### config.mk
export PLATFORM = sky130hd
export DESIGN_NAME = panel_param_edit_and_monitor
export DESIGN_NICKNAME = d
export VERILOG_FILES = /design/src/panel_pkg.sv /design/src/panel_param_edit_and_monitor.sv
export SDC_FILE = /design/constraint.sdc
export NUM_CORES = 2
export LEC_CHECK = 0
export BUFFER_PORTS_ARGS = -buffer_cell sky130_fd_sc_hd__buf_2
export CAP_MARGIN = 20
export CORE_MARGIN = 2
export CORE_UTILIZATION = 25
export DETAILED_ROUTE_END_ITERATION = 10
export PLACE_DENSITY_LB_ADDON = 0.15
export SLEW_MARGIN = 20
export SYNTH_ARGS = -nofsm -noshare
export SYNTH_HDL_FRONTEND = slang
export SYNTH_SLANG_ARGS = --single-unit
### constraint.sdc
create_clock -name sys_clk -period 28.3 [get_ports sys_clk]
set_clock_uncertainty 0.2 [all_clocks]
set_input_delay 2.83 -clock sys_clk [delete_from_list [all_inputs] [get_ports sys_clk]]
set_output_delay 2.83 -clock sys_clk [all_outputs]
set_load 0.01 [all_outputs]
### src/panel_pkg.sv
/*
 panel_pkg: shared constants of the front-panel controller: key indices,
 display states, register map, field positions, reset values, timing.
 assumes a 50 MHz system clock.
*/
`default_nettype none
package panel_pkg;
  // clock and timing
  localparam int CLK_HZ = 50_000_000;
  localparam int HOLD_TIME_MS = 1000;
  localparam int DEBOUNCE_MS = 10;
  localparam int REPEAT_MS = 100;
  localparam int HOLD_CYCLES = HOLD_TIME_MS * (CLK_HZ / 1000);
  localparam int DEBOUNCE_CYCLES = DEBOUNCE_MS * (CLK_HZ / 1000);
  localparam int REPEAT_CYCLES = REPEAT_MS * (CLK_HZ / 1000);
  // key indices
  localparam int KEY_MODE = 0;
  localparam int KEY_UP = 1;
  localparam int KEY_DOWN = 2;
  localparam int KEY_LEFT = 3;
  localparam int NUM_KEYS = 4;
  // panel states, one-hot
  typedef enum logic [6:0] {
    ST_STATUS = 7'h01,
    ST_PSEL = 7'h02,
    ST_PVAL = 7'h04,
    ST_EDIT = 7'h08,
    ST_MSEL = 7'h10,
    ST_MVAL = 7'h20,
    ST_UTIL = 7'h40
  } panel_state_t;
  // register byte offsets
  localparam logic [4:0] REG_STATUS = 5'h00;
  localparam logic [4:0] REG_INDEX = 5'h04;
  localparam logic [4:0] REG_VALUE = 5'h08;
  localparam logic [4:0] REG_ACTIVE = 5'h0c;
  localparam logic [4:0] REG_MONITOR = 5'h10;
  // status and monitor register field positions
  localparam int STAT_STATE_LSB = 0;
  localparam int STAT_CURSOR_LSB = 8;
  localparam int STAT_ITEM_LSB = 16;
  localparam int MONR_SEG_LSB = 8;
  // reset values and default adjust limit
  localparam logic [31:0] PARAM_RESET = 32'h0000_0000;
  localparam logic [31:0] ADJ_MAX_DEF = 32'h0009_9999;
  // live readout item numbers, index 0 first
  localparam int MON_COUNT = 9;
  localparam logic [7:0] MON_SPEED = 8'h00;
  localparam logic [7:0] MON_TORQUE = 8'h03;
  localparam logic [7:0] MON_ANGLE = 8'h04;
  localparam logic [7:0] MON_INPUTS = 8'h05;
  localparam logic [7:0] MON_PROBE = 8'h06;
  localparam logic [7:0] MON_OUTPUTS = 8'h07;
  localparam logic [7:0] MON_REF_CNT = 8'h09;
  localparam logic [7:0] MON_DEV_CNT = 8'h0b;
  localparam logic [7:0] MON_REF_PULSE = 8'h0d;
  localparam logic [8:0][7:0] MON_TABLE = {MON_REF_PULSE, MON_DEV_CNT,
    MON_REF_CNT, MON_OUTPUTS, MON_PROBE, MON_INPUTS, MON_ANGLE, MON_TORQUE,
    MON_SPEED};
endpackage
`default_nettype wire

### src/panel_param_edit_and_monitor.sv
/*
 panel_param_edit_and_monitor: key debounce, panel state machine for
 setting items and live readouts, parameter store with active copy,
 display registers, Avalon-MM slave.
 assumes keys are synchronous, active high while pressed, and a single
 clock and reset.
*/
// Design decisions made here: register access over Avalon-MM and the register addresses.
`timescale 1ns/1ps
`default_nettype none
module panel_param_edit_and_monitor #(
  parameter int N_PARAM = 8,
  parameter logic [7:0] FUNC_MASK = 8'h0f,
  parameter logic [31:0] ADJ_MAX = panel_pkg::ADJ_MAX_DEF,
  parameter int HOLD_CYC = panel_pkg::HOLD_CYCLES,
  parameter int DEB_CYC = panel_pkg::DEBOUNCE_CYCLES,
  parameter int RPT_CYC = panel_pkg::REPEAT_CYCLES
) (
  // clock and reset
  input wire logic sys_clk,
  input wire logic rst,
  // front panel keys
  input wire logic key_mode,
  input wire logic key_up,
  input wire logic key_down,
  input wire logic key_left,
  // drive restart pulse
  input wire logic drive_restart,
  // live values
  input wire logic [31:0] mon_speed,
  input wire logic [31:0] mon_torque,
  input wire logic [31:0] mon_angle,
  input wire logic [31:0] mon_ref_cnt,
  input wire logic [31:0] mon_dev_cnt,
  input wire logic [31:0] mon_ref_pulse,
  input wire logic [4:0] in_terms,
  input wire logic probe_input_one,
  input wire logic probe_input_two,
  input wire logic [2:0] out_switch,
  input wire logic [2:0] out_invert,
  // display
  output logic [6:0] disp_state,
  output logic [31:0] disp_data,
  output logic [7:0] disp_seg,
  output logic [1:0] disp_cursor,
  output logic disp_group,
  output logic disp_blink,
  // avalon-mm slave
  input wire logic [4:0] avs_address,
  input wire logic avs_read,
  input wire logic avs_write,
  input wire logic [31:0] avs_writedata,
  input wire logic [3:0] avs_byteenable,
  output logic [31:0] avs_readdata,
  output logic avs_waitrequest
);
  localparam int IW = $clog2(N_PARAM);
  localparam int HW = $clog2(HOLD_CYC);
  localparam int DW = $clog2(DEB_CYC);

  function automatic logic [31:0] bcd_step(input logic [31:0] v,
                                           input logic up);
    logic [31:0] r;
    logic c;
    logic [3:0] d;
    r = v;
    c = 1'b1;
    for (int i = 0; i < 8; i++) begin
      d = v[i*4 +: 4];
      if (c) begin
        if (up) begin
          if (d == 4'h9) d = 4'h0;
          else begin
            d = d + 4'h1;
            c = 1'b0;
          end
        end else begin
          if (d == 4'h0) d = 4'h9;
          else begin
            d = d - 4'h1;
            c = 1'b0;
          end
        end
      end
      r[i*4 +: 4] = d;
    end
    return r;
  endfunction

  // key conditioning
  wire logic [3:0] key_raw = {key_left, key_down, key_up, key_mode};
  logic [3:0] press_p, rel_short, hold_p, rpt_p;
  genvar k;
  generate
    for (k = 0; k < panel_pkg::NUM_KEYS; k++) begin : g_key
      logic [DW-1:0] deb_cnt_r;
      logic [HW-1:0] hold_cnt_r;
      logic stable_r, stable_d_r, held_r;
      wire logic tick = stable_r && (hold_cnt_r == HW'(HOLD_CYC - 1));
      always_ff @(posedge sys_clk or posedge rst) begin
        if (rst) begin
          deb_cnt_r <= '0;
          stable_r <= 1'b0;
          stable_d_r <= 1'b0;
        end else begin
          stable_d_r <= stable_r;
          if (key_raw[k] == stable_r) deb_cnt_r <= '0;
          else if (deb_cnt_r == DW'(DEB_CYC - 1)) begin
            stable_r <= key_raw[k];
            deb_cnt_r <= '0;
          end else deb_cnt_r <= deb_cnt_r + 1'b1;
        end
      end
      // after the first hold tick the count restarts one repeat short
      always_ff @(posedge sys_clk or posedge rst) begin
        if (rst) begin
          hold_cnt_r <= '0;
          held_r <= 1'b0;
        end else if (!stable_r) begin
          hold_cnt_r <= '0;
          held_r <= 1'b0;
        end else if (tick) begin
          hold_cnt_r <= HW'(HOLD_CYC - RPT_CYC);
          held_r <= 1'b1;
        end else hold_cnt_r <= hold_cnt_r + 1'b1;
      end
      assign press_p[k] = stable_r & ~stable_d_r;
      assign rel_short[k] = ~stable_r & stable_d_r & ~held_r;
      assign hold_p[k] = tick & ~held_r;
      assign rpt_p[k] = tick & held_r;
    end
  endgenerate

  // one event per cycle: mode, left, up, down
  wire logic ev_mode = press_p[panel_pkg::KEY_MODE];
  wire logic ev_lshort = rel_short[panel_pkg::KEY_LEFT] & ~ev_mode;
  wire logic ev_lhold = hold_p[panel_pkg::KEY_LEFT] & ~ev_mode;
  wire logic ev_left_any = ev_lshort | ev_lhold;
  wire logic hi_busy = ev_mode | ev_left_any;
  wire logic ev_up = press_p[panel_pkg::KEY_UP] & ~hi_busy;
  wire logic rep_up = rpt_p[panel_pkg::KEY_UP] & ~hi_busy;
  wire logic any_up = ev_up | rep_up;
  wire logic ev_down = press_p[panel_pkg::KEY_DOWN] & ~hi_busy & ~any_up;
  wire logic rep_down = rpt_p[panel_pkg::KEY_DOWN] & ~hi_busy & ~any_up;

  // state
  panel_pkg::panel_state_t state_r, state_nxt;
  logic [IW-1:0] item_r, item_nxt, bidx_r;
  logic [2:0] cursor_r, cursor_nxt;
  logic [3:0] mon_idx_r, mon_idx_nxt;
  logic [31:0] param_r [N_PARAM];
  logic [31:0] act_r [N_PARAM];

  wire logic is_func = FUNC_MASK[item_r];
  wire logic [31:0] cur_val = param_r[item_r];
  wire logic [3:0] cur_digit = cur_val[{cursor_r, 2'b00} +: 4];
  wire logic [3:0] digit_inc = (cur_digit == 4'h9) ? 4'h0 : cur_digit + 4'h1;
  wire logic [IW-1:0] item_up = (item_r == IW'(N_PARAM - 1)) ? '0 :
                                item_r + 1'b1;
  wire logic [IW-1:0] item_dn = (item_r == '0) ? IW'(N_PARAM - 1) :
                                item_r - 1'b1;
  wire logic [3:0] mon_up = (mon_idx_r == 4'(panel_pkg::MON_COUNT - 1)) ?
                            4'h0 : mon_idx_r + 4'h1;
  wire logic [3:0] mon_dn = (mon_idx_r == 4'h0) ?
                            4'(panel_pkg::MON_COUNT - 1) : mon_idx_r - 4'h1;
  wire logic [7:0] mon_num = panel_pkg::MON_TABLE[mon_idx_r];
  logic panel_we;
  logic [31:0] panel_val;

  always_comb begin
    state_nxt = state_r;
    item_nxt = item_r;
    cursor_nxt = cursor_r;
    mon_idx_nxt = mon_idx_r;
    panel_we = 1'b0;
    panel_val = cur_val;
    case (state_r)
      panel_pkg::ST_STATUS: begin
        if (ev_mode) state_nxt = panel_pkg::ST_PSEL;
      end
      panel_pkg::ST_PSEL: begin
        if (ev_mode) state_nxt = panel_pkg::ST_MSEL;
        else if (ev_lshort) begin
          state_nxt = panel_pkg::ST_PVAL;
          cursor_nxt = 3'h0;
        end else if (ev_up) item_nxt = item_up;
        else if (ev_down) item_nxt = item_dn;
      end
      panel_pkg::ST_PVAL: begin
        if (ev_mode) state_nxt = panel_pkg::ST_PSEL;
        else if (is_func) begin
          if (ev_lhold) begin
            state_nxt = panel_pkg::ST_EDIT;
            cursor_nxt = 3'h0;
          end else if (ev_lshort) state_nxt = panel_pkg::ST_PSEL;
        end else begin
          if (ev_lshort) state_nxt = panel_pkg::ST_PSEL;
          else if (any_up && cur_val < ADJ_MAX) begin
            panel_we = 1'b1;
            panel_val = bcd_step(cur_val, 1'b1);
          end else if ((ev_down || rep_down) && cur_val != '0) begin
            panel_we = 1'b1;
            panel_val = bcd_step(cur_val, 1'b0);
          end
        end
      end
      panel_pkg::ST_EDIT: begin
        if (ev_mode) state_nxt = panel_pkg::ST_PSEL;
        else if (ev_lhold) state_nxt = panel_pkg::ST_PVAL;
        else if (ev_lshort) cursor_nxt = cursor_r + 3'h1;
        else if (ev_up) begin
          panel_we = 1'b1;
          panel_val[{cursor_r, 2'b00} +: 4] = digit_inc;
        end
      end
      panel_pkg::ST_MSEL: begin
        if (ev_mode) state_nxt = panel_pkg::ST_UTIL;
        else if (ev_lshort) state_nxt = panel_pkg::ST_MVAL;
        else if (ev_up) mon_idx_nxt = mon_up;
        else if (ev_down) mon_idx_nxt = mon_dn;
      end
      panel_pkg::ST_MVAL: begin
        if (ev_mode || ev_lshort) state_nxt = panel_pkg::ST_MSEL;
      end
      panel_pkg::ST_UTIL: begin
        if (ev_mode) state_nxt = panel_pkg::ST_STATUS;
      end
      default: state_nxt = panel_pkg::ST_STATUS;
    endcase
  end

  always_ff @(posedge sys_clk or posedge rst) begin
    if (rst) begin
      state_r <= panel_pkg::ST_STATUS;
      item_r <= '0;
      cursor_r <= 3'h0;
      mon_idx_r <= 4'h0;
    end else begin
      state_r <= state_nxt;
      item_r <= item_nxt;
      cursor_r <= cursor_nxt;
      mon_idx_r <= mon_idx_nxt;
    end
  end

  // bus slave: one wait cycle, then the answer
  logic ack_r;
  logic [31:0] rdata_r;
  wire logic bus_req = avs_read | avs_write;
  wire logic bus_wr = avs_write & ack_r;
  wire logic wr_value = bus_wr && (avs_address == panel_pkg::REG_VALUE);
  wire logic wr_index = bus_wr && (avs_address == panel_pkg::REG_INDEX);
  logic [31:0] be_mask, bus_val;
  always_comb begin
    for (int b = 0; b < 4; b++) be_mask[b*8 +: 8] = {8{avs_byteenable[b]}};
    bus_val = (param_r[bidx_r] & ~be_mask) | (avs_writedata & be_mask);
  end

  // parameter store: a bus write wins over a panel edit in the same cycle
  always_ff @(posedge sys_clk or posedge rst) begin
    if (rst) begin
      for (int i = 0; i < N_PARAM; i++) param_r[i] <= panel_pkg::PARAM_RESET;
    end else if (wr_value) param_r[bidx_r] <= bus_val;
    else if (panel_we) param_r[item_r] <= panel_val;
  end

  genvar p;
  generate
    for (p = 0; p < N_PARAM; p++) begin : g_act
      always_ff @(posedge sys_clk or posedge rst) begin
        if (rst) act_r[p] <= panel_pkg::PARAM_RESET;
        else if (drive_restart) act_r[p] <= param_r[p];
      end
    end
  endgenerate
  wire logic [31:0] act_sel = FUNC_MASK[bidx_r] ? act_r[bidx_r] :
                              param_r[bidx_r];

  wire logic [31:0] stat_word = (32'(state_r) << panel_pkg::STAT_STATE_LSB) |
    (32'(cursor_r) << panel_pkg::STAT_CURSOR_LSB) |
    (32'(item_r) << panel_pkg::STAT_ITEM_LSB);
  logic [31:0] rd_mux;
  logic [7:0] seg_nxt;
  always_comb begin
    case (avs_address)
      panel_pkg::REG_STATUS: rd_mux = stat_word;
      panel_pkg::REG_INDEX: rd_mux = 32'(bidx_r);
      panel_pkg::REG_VALUE: rd_mux = param_r[bidx_r];
      panel_pkg::REG_ACTIVE: rd_mux = act_sel;
      panel_pkg::REG_MONITOR: rd_mux = 32'(mon_num) |
        (32'(seg_nxt) << panel_pkg::MONR_SEG_LSB);
      default: rd_mux = 32'h0000_0000;
    endcase
  end

  always_ff @(posedge sys_clk or posedge rst) begin
    if (rst) begin
      ack_r <= 1'b0;
      rdata_r <= 32'h0000_0000;
      bidx_r <= '0;
    end else begin
      ack_r <= bus_req & ~ack_r;
      if (avs_read && !ack_r) rdata_r <= rd_mux;
      if (wr_index) bidx_r <= avs_writedata[IW-1:0];
    end
  end
  assign avs_waitrequest = bus_req & ~ack_r;
  assign avs_readdata = rdata_r;

  // display; live readouts are always selectable, servo state is not used
  logic [31:0] data_nxt;
  always_comb begin
    seg_nxt = 8'h00;
    data_nxt = 32'h0000_0000;
    case (mon_num)
      panel_pkg::MON_SPEED: data_nxt = mon_speed;
      panel_pkg::MON_TORQUE: data_nxt = mon_torque;
      panel_pkg::MON_ANGLE: data_nxt = mon_angle;
      panel_pkg::MON_REF_CNT: data_nxt = mon_ref_cnt;
      panel_pkg::MON_DEV_CNT: data_nxt = mon_dev_cnt;
      panel_pkg::MON_REF_PULSE: data_nxt = mon_ref_pulse;
      panel_pkg::MON_INPUTS: seg_nxt[4:0] = ~in_terms;
      panel_pkg::MON_PROBE: seg_nxt[7:6] = {probe_input_two,
                                            probe_input_one};
      panel_pkg::MON_OUTPUTS:
        seg_nxt[2:0] = out_switch ^ out_invert;
      default: data_nxt = 32'h0000_0000;
    endcase
    if (state_r != panel_pkg::ST_MVAL) seg_nxt = 8'h00;
    case (state_r)
      panel_pkg::ST_PSEL: data_nxt = 32'(item_r);
      panel_pkg::ST_PVAL,
      panel_pkg::ST_EDIT:
        data_nxt = 32'(cur_val[{cursor_r[2], 4'h0} +: 16]);
      panel_pkg::ST_MSEL: data_nxt = 32'(mon_num);
      panel_pkg::ST_MVAL: data_nxt = data_nxt;
      default: data_nxt = 32'h0000_0000;
    endcase
  end

  always_ff @(posedge sys_clk or posedge rst) begin
    if (rst) begin
      disp_data <= 32'h0000_0000;
      disp_seg <= 8'h00;
    end else begin
      disp_data <= data_nxt;
      disp_seg <= seg_nxt;
    end
  end
  assign disp_state = state_r;
  assign disp_cursor = cursor_r[1:0];
  assign disp_group = cursor_r[2];
  assign disp_blink = (state_r == panel_pkg::ST_EDIT);

  // checks
  a_mode_cycle: assert property (@(posedge sys_clk) disable iff (rst)
    (state_r == panel_pkg::ST_PSEL && ev_mode) |=>
      state_r == panel_pkg::ST_MSEL) else $error("mode order broken");
  a_item_step: assert property (@(posedge sys_clk) disable iff (rst)
    (state_r == panel_pkg::ST_PSEL && ev_up) |=> item_r == $past(item_up))
    else $error("item did not step up");
  a_value_show: assert property (@(posedge sys_clk) disable iff (rst)
    (state_r == panel_pkg::ST_PSEL && ev_lshort) |=>
      state_r == panel_pkg::ST_PVAL ##1 disp_data == 32'(cur_val[15:0]))
    else $error("value not shown");
  a_edit_entry: assert property (@(posedge sys_clk) disable iff (rst)
    (state_r == panel_pkg::ST_PVAL && is_func && ev_lhold) |=>
      disp_blink && cursor_r == 3'h0) else $error("edit not entered");
  a_cursor_move: assert property (@(posedge sys_clk) disable iff (rst)
    (state_r == panel_pkg::ST_EDIT && ev_lshort) |=>
      cursor_r == $past(cursor_r) + 3'h1) else $error("cursor stuck");
  a_digit_inc: assert property (@(posedge sys_clk) disable iff (rst)
    (state_r == panel_pkg::ST_EDIT && ev_up && !wr_value) |=>
      cur_digit == $past(digit_inc)) else $error("digit not raised");
  a_edit_exit: assert property (@(posedge sys_clk) disable iff (rst)
    (state_r == panel_pkg::ST_EDIT && ev_mode) |=>
      state_r == panel_pkg::ST_PSEL) else $error("edit exit wrong");
  a_active_hold: assert property (@(posedge sys_clk) disable iff (rst)
    !drive_restart |=> $stable(act_r[1])) else $error("active changed");
  a_adj_return: assert property (@(posedge sys_clk) disable iff (rst)
    (state_r == panel_pkg::ST_PVAL && !is_func && ev_lshort) |=>
      state_r == panel_pkg::ST_PSEL) else $error("adjust return wrong");
  a_input_seg: assert property (@(posedge sys_clk) disable iff (rst)
    (state_r == panel_pkg::ST_MVAL && mon_num == panel_pkg::MON_INPUTS) |=>
      disp_seg[4:0] == ~$past(in_terms)) else $error("input segs wrong");
  a_output_seg: assert property (@(posedge sys_clk) disable iff (rst)
    (state_r == panel_pkg::ST_MVAL && mon_num == panel_pkg::MON_OUTPUTS) |=>
      disp_seg[2:0] == $past(out_switch ^ out_invert))
    else $error("output segs wrong");
  a_bus_answer: assert property (@(posedge sys_clk) disable iff (rst)
    ($rose(avs_read) || $rose(avs_write)) |-> avs_waitrequest ##1
      !avs_waitrequest) else $error("bus answer late");
  c_edit: cover property (@(posedge sys_clk) disable iff (rst)
    state_r == panel_pkg::ST_EDIT && ev_up);
  c_repeat: cover property (@(posedge sys_clk) disable iff (rst)
    state_r == panel_pkg::ST_PVAL && rep_up);
  c_monitor: cover property (@(posedge sys_clk) disable iff (rst)
    state_r == panel_pkg::ST_MVAL);
  c_restart: cover property (@(posedge sys_clk) disable iff (rst)
    drive_restart);
endmodule // panel_param_edit_and_monitor
`default_nettype wire

==> flow_metrics.py <==
metrics = {
    "detailed_routing": {
        "drcViolationCount": 0,
        "routedWlPerCell_um": 29.4,
        "vias": 34100,
        "drt_iter0_markers": 3505,
        "drtPass1Iterations": 8,
        "viasPerCell": 5.67,
        "final_antenna_net_count": 0,
        "wirelength_um": 177000,
    },
    "clock_tree": {
        "clk_path_buf_depth": 3,
        "clk_latency_ns": 0.72,
        "holdBufCountCts": 0,
        "cts_tree": "done",
        "ctsResizeCount": 0,
        "clockRootBuffer": "clkbuf_16",
        "cts.clk_slew.worst_paths_ns": 0.06,
        "cts.sinks": 641,
        "cts_made_buffers": 82,
        "cts_max_level": 3,
        "post-cts-setup-buffers": 0,
    },
    "floorplanning": {
        "dieArea_um2": 151000,
        "fp.coreArea_um2": 147000,
        "core.rowCount": 141,
        "start_util_pct": 25.1,
        "die_h_um": 389,
        "boundaryPins": 339,
        "chipWidth_um": 389,
    },
    "synthesis": {
        "synthArstFlopShare_pct": 100,
        "avgSynthCellArea_um2": 9.85,
        "ys_warn_count": 0,
        "synth_area_um2": 37000,
        "synth_cell_types": 107,
        "yosysSeqAreaShare_pct": 43.4,
        "synth_edf_count": 0,
        "netlist_instances": 3752,
        "syn_nets": 4038,
        "synthFlopType": "dfrtp_1",
        "ys_ff_latch": 641,
    },
    "worst_setup_path": {
        "end_kind": "flip-flop",
        "cp_slowest_stage_delay_ns": 0.80,
        "crit_fanout": 43,
        "worstSetupPathType": "flip-flop to flip-flop",
        "cp-start-kind": "flip-flop",
        "cpMostUsedCell": "buf_4",
        "path_buf_inv": 4,
        "critPathArrivalTime_ns": 7.98,
        "cp_slowest_cell": "dfrtp_4",
        "cpLargestDelayFamily": "compound AO/OA/AOI/OAI gates",
        "path_cells": "buf_4 > buf_4 > mux4_2 > mux2i_1 > ha_1 > inv_1 > a41oi_1 > nand4_1 > nor4_4 > a31oi_1 > o31a_2 > nand2_1 > buf_4 > a22oi_1 > o21ai_1",
        "required_ns": 28.69,
    },
    "timing": {
        "fin_crit_sh_pct": 26.8,
        "grt_setup_unrepaired": "no",
        "fin_ws_ns": 20.71,
        "max-slew-margin-rel_pct": 17.5,
        "finalCriticalPeriod_ns": 7.59,
        "hold_viol": 0,
        "fin_hold_ws_ns": 0.272,
        "max_freq_ghz": 0.132,
        "tightest_slew_ns": 1.24,
        "final_max_slew_viol_count": 0,
        "finalSetupViolCount": 0,
        "setup_tns_ns": 0,
    },
    "final_layout": {
        "final_nets": 4304,
        "final_cell_mix": "dfrtp_1 (635), nand2_1 (413), buf_2 (336), nor2_1 (304), a22oi_1 (266)",
        "fin_area_um2": 43600,
        "fin_util_pct": 29.6,
        "fin_cells": 6014,
        "final_common_cell": "dfrtp_1",
        "drive_gt1_share_pct": 22.0,
        "area_delta_synth_final_pct": 17.9,
    },
    "global_routing": {
        "grt_pass1_wl_um": 255000,
        "grt_usage_pct": 22.9,
        "grt_pass1_vias": 33800,
        "gr-total-overflow": 0,
        "antenna_found_initial": 21,
        "grt_max_degree": 164,
    },
    "pwr": {
        "peakVddDrop_uv": 50.2,
        "p_per_area_nw_per_um2": 52.6,
        "leakagePower_nw": 18.3,
        "p_total_mw": 2.29,
    },
    "placement": {
        "place_congestion": 0.958,
        "pre_cts_slack_ns": 20.26,
        "port_buffers": 337,
        "placed_cell_area_um2": 40900,
        "dp_cells": 5864,
        "post-dp-hpwl_um": 123000,
    },
    "worst_hold_path": {
        "hold_path_class": "flip-flop to flip-flop",
    },
    "job": {
        "cap_viol_max_count": 0,
    },
    "run_status": {
        "status": "finished, final reports clean",
    },
}
-- cell type report --
class,instances,area (µm²)
inverter,48,188
clock inverter,25,294
clock buffer,123,2410
antenna,2,5.00
tap,1930,2410
multi-input combinational,2802,19700
sequential,641,16100
fill,15400,104000
timing repair buffer,443,2520
-- flip-flops by register name, summed over array words and instances (netlist names), 7 cells and up --
register and flops:
act_r 128, avs_readdata 32, disp_data 32, disp_seg 7, disp_state 7, g_key.deb_cnt_r 76
g_key.hold_cnt_r 78, param_r 256
-- cell usage after synthesis (10+ instances only) --
cell / n / area, µm²
o31ai_1: 17 / 128
nor4_1: 19 / 119
or4_1: 13 / 97.6
or2_2: 15 / 93.8
mux2i_1: 104 / 1040
a21o_1: 11 / 82.6
o221ai_2: 10 / 150
nand2_1: 420 / 1580
buf_4: 18 / 135
mux2_2: 166 / 1870
buf_2: 44 / 220
dfrtp_1: 640 / 16000
nor2b_1: 17 / 106
a211oi_1: 11 / 82.6
nor3_1: 55 / 275
o221ai_1: 158 / 1380
and2_1: 29 / 181
nor3b_1: 11 / 82.6
or3_1: 22 / 138
inv_1: 45 / 169
xor2_1: 82 / 718
buf_1: 22 / 82.6
o21ai_1: 22 / 110
o21ai_0: 153 / 766
and3_1: 43 / 269
nand2b_1: 14 / 87.6
o22ai_1: 29 / 181
a21oi_1: 124 / 621
nand3_1: 133 / 666
a221oi_1: 36 / 315
a22o_1: 17 / 149
o211ai_1: 26 / 195
mux4_2: 51 / 1150
nor2_1: 309 / 1160
nand4_1: 64 / 400
clkbuf_1: 165 / 619
a22oi_1: 266 / 2000
nand3b_1: 17 / 128
xnor2_1: 61 / 534
ha_1: 31 / 388
a221o_1: 38 / 380
buf_6: 12 / 135
a31oi_1: 43 / 269
a211o_1: 10 / 87.6
-- kinds of logic after synthesis --
group | synth area share, %
compound gates | 21.3
other cells | 0.0101
simple gates | 16.0
mux | 11.1
flops | 43.4
buf+inv | 3.71
xor+xnor | 3.39
fa+ha+maj | 1.05
-- metal layers --
metal | part of all wire, % | GRT usage, % | routed length (µm)
met5 | 0.087 | 0 | 154
met4 | 5.7 | 12.3 | 10200
met3 | 7.6 | 4.83 | 13500
met2 | 45 | 35.9 | 80200
met1 | 41 | 29.3 | 73000
-- path summary, 6_finish.rpt --
kind                                                    end  slack [ns]                         from  depth (start not counted)
min                             avs_readdata[8]$_DFFE_PP0P_        0.27  avs_readdata[8]$_DFFE_PP0P_                          1
max reg2reg                        param_r[112]$_DFFE_PP0P_       20.71        item_r[1]$_DFFE_PP0P_                         15
max in group asynchronous  g_key[0].deb_cnt_r[10]$_DFF_PP0_       23.49                          rst                          4
min in group asynchronous          param_r[205]$_DFFE_PP0P_        2.09                          rst                          2
max                                param_r[112]$_DFFE_PP0P_       20.71        item_r[1]$_DFFE_PP0P_                         15
min reg2reg                     avs_readdata[8]$_DFFE_PP0P_        0.27  avs_readdata[8]$_DFFE_PP0P_                          1
-- worst reg2reg max path, cell delays in order (launching register included) --
cell,delay [ns]
dfrtp_4,0.80
buf_4,0.59
buf_4,0.72
mux4_2,0.46
mux2i_1,0.54
ha_1,0.29
inv_1,0.06
a41oi_1,0.54
nand4_1,0.27
nor4_4,0.33
a31oi_1,0.43
o31a_2,0.80
nand2_1,0.69
buf_4,0.51
a22oi_1,0.14
o21ai_1,0.10
-- report_power, final --
part	total [mW]	switching, mW	internal, mW
Sequential	0.948	0.0181	0.930
Clock	1.07	0.462	0.604
Combinational	0.278	0.195	0.0830
Total	2.29	0.675	1.62
Note: power is estimated with default switching activity, not from simulation.
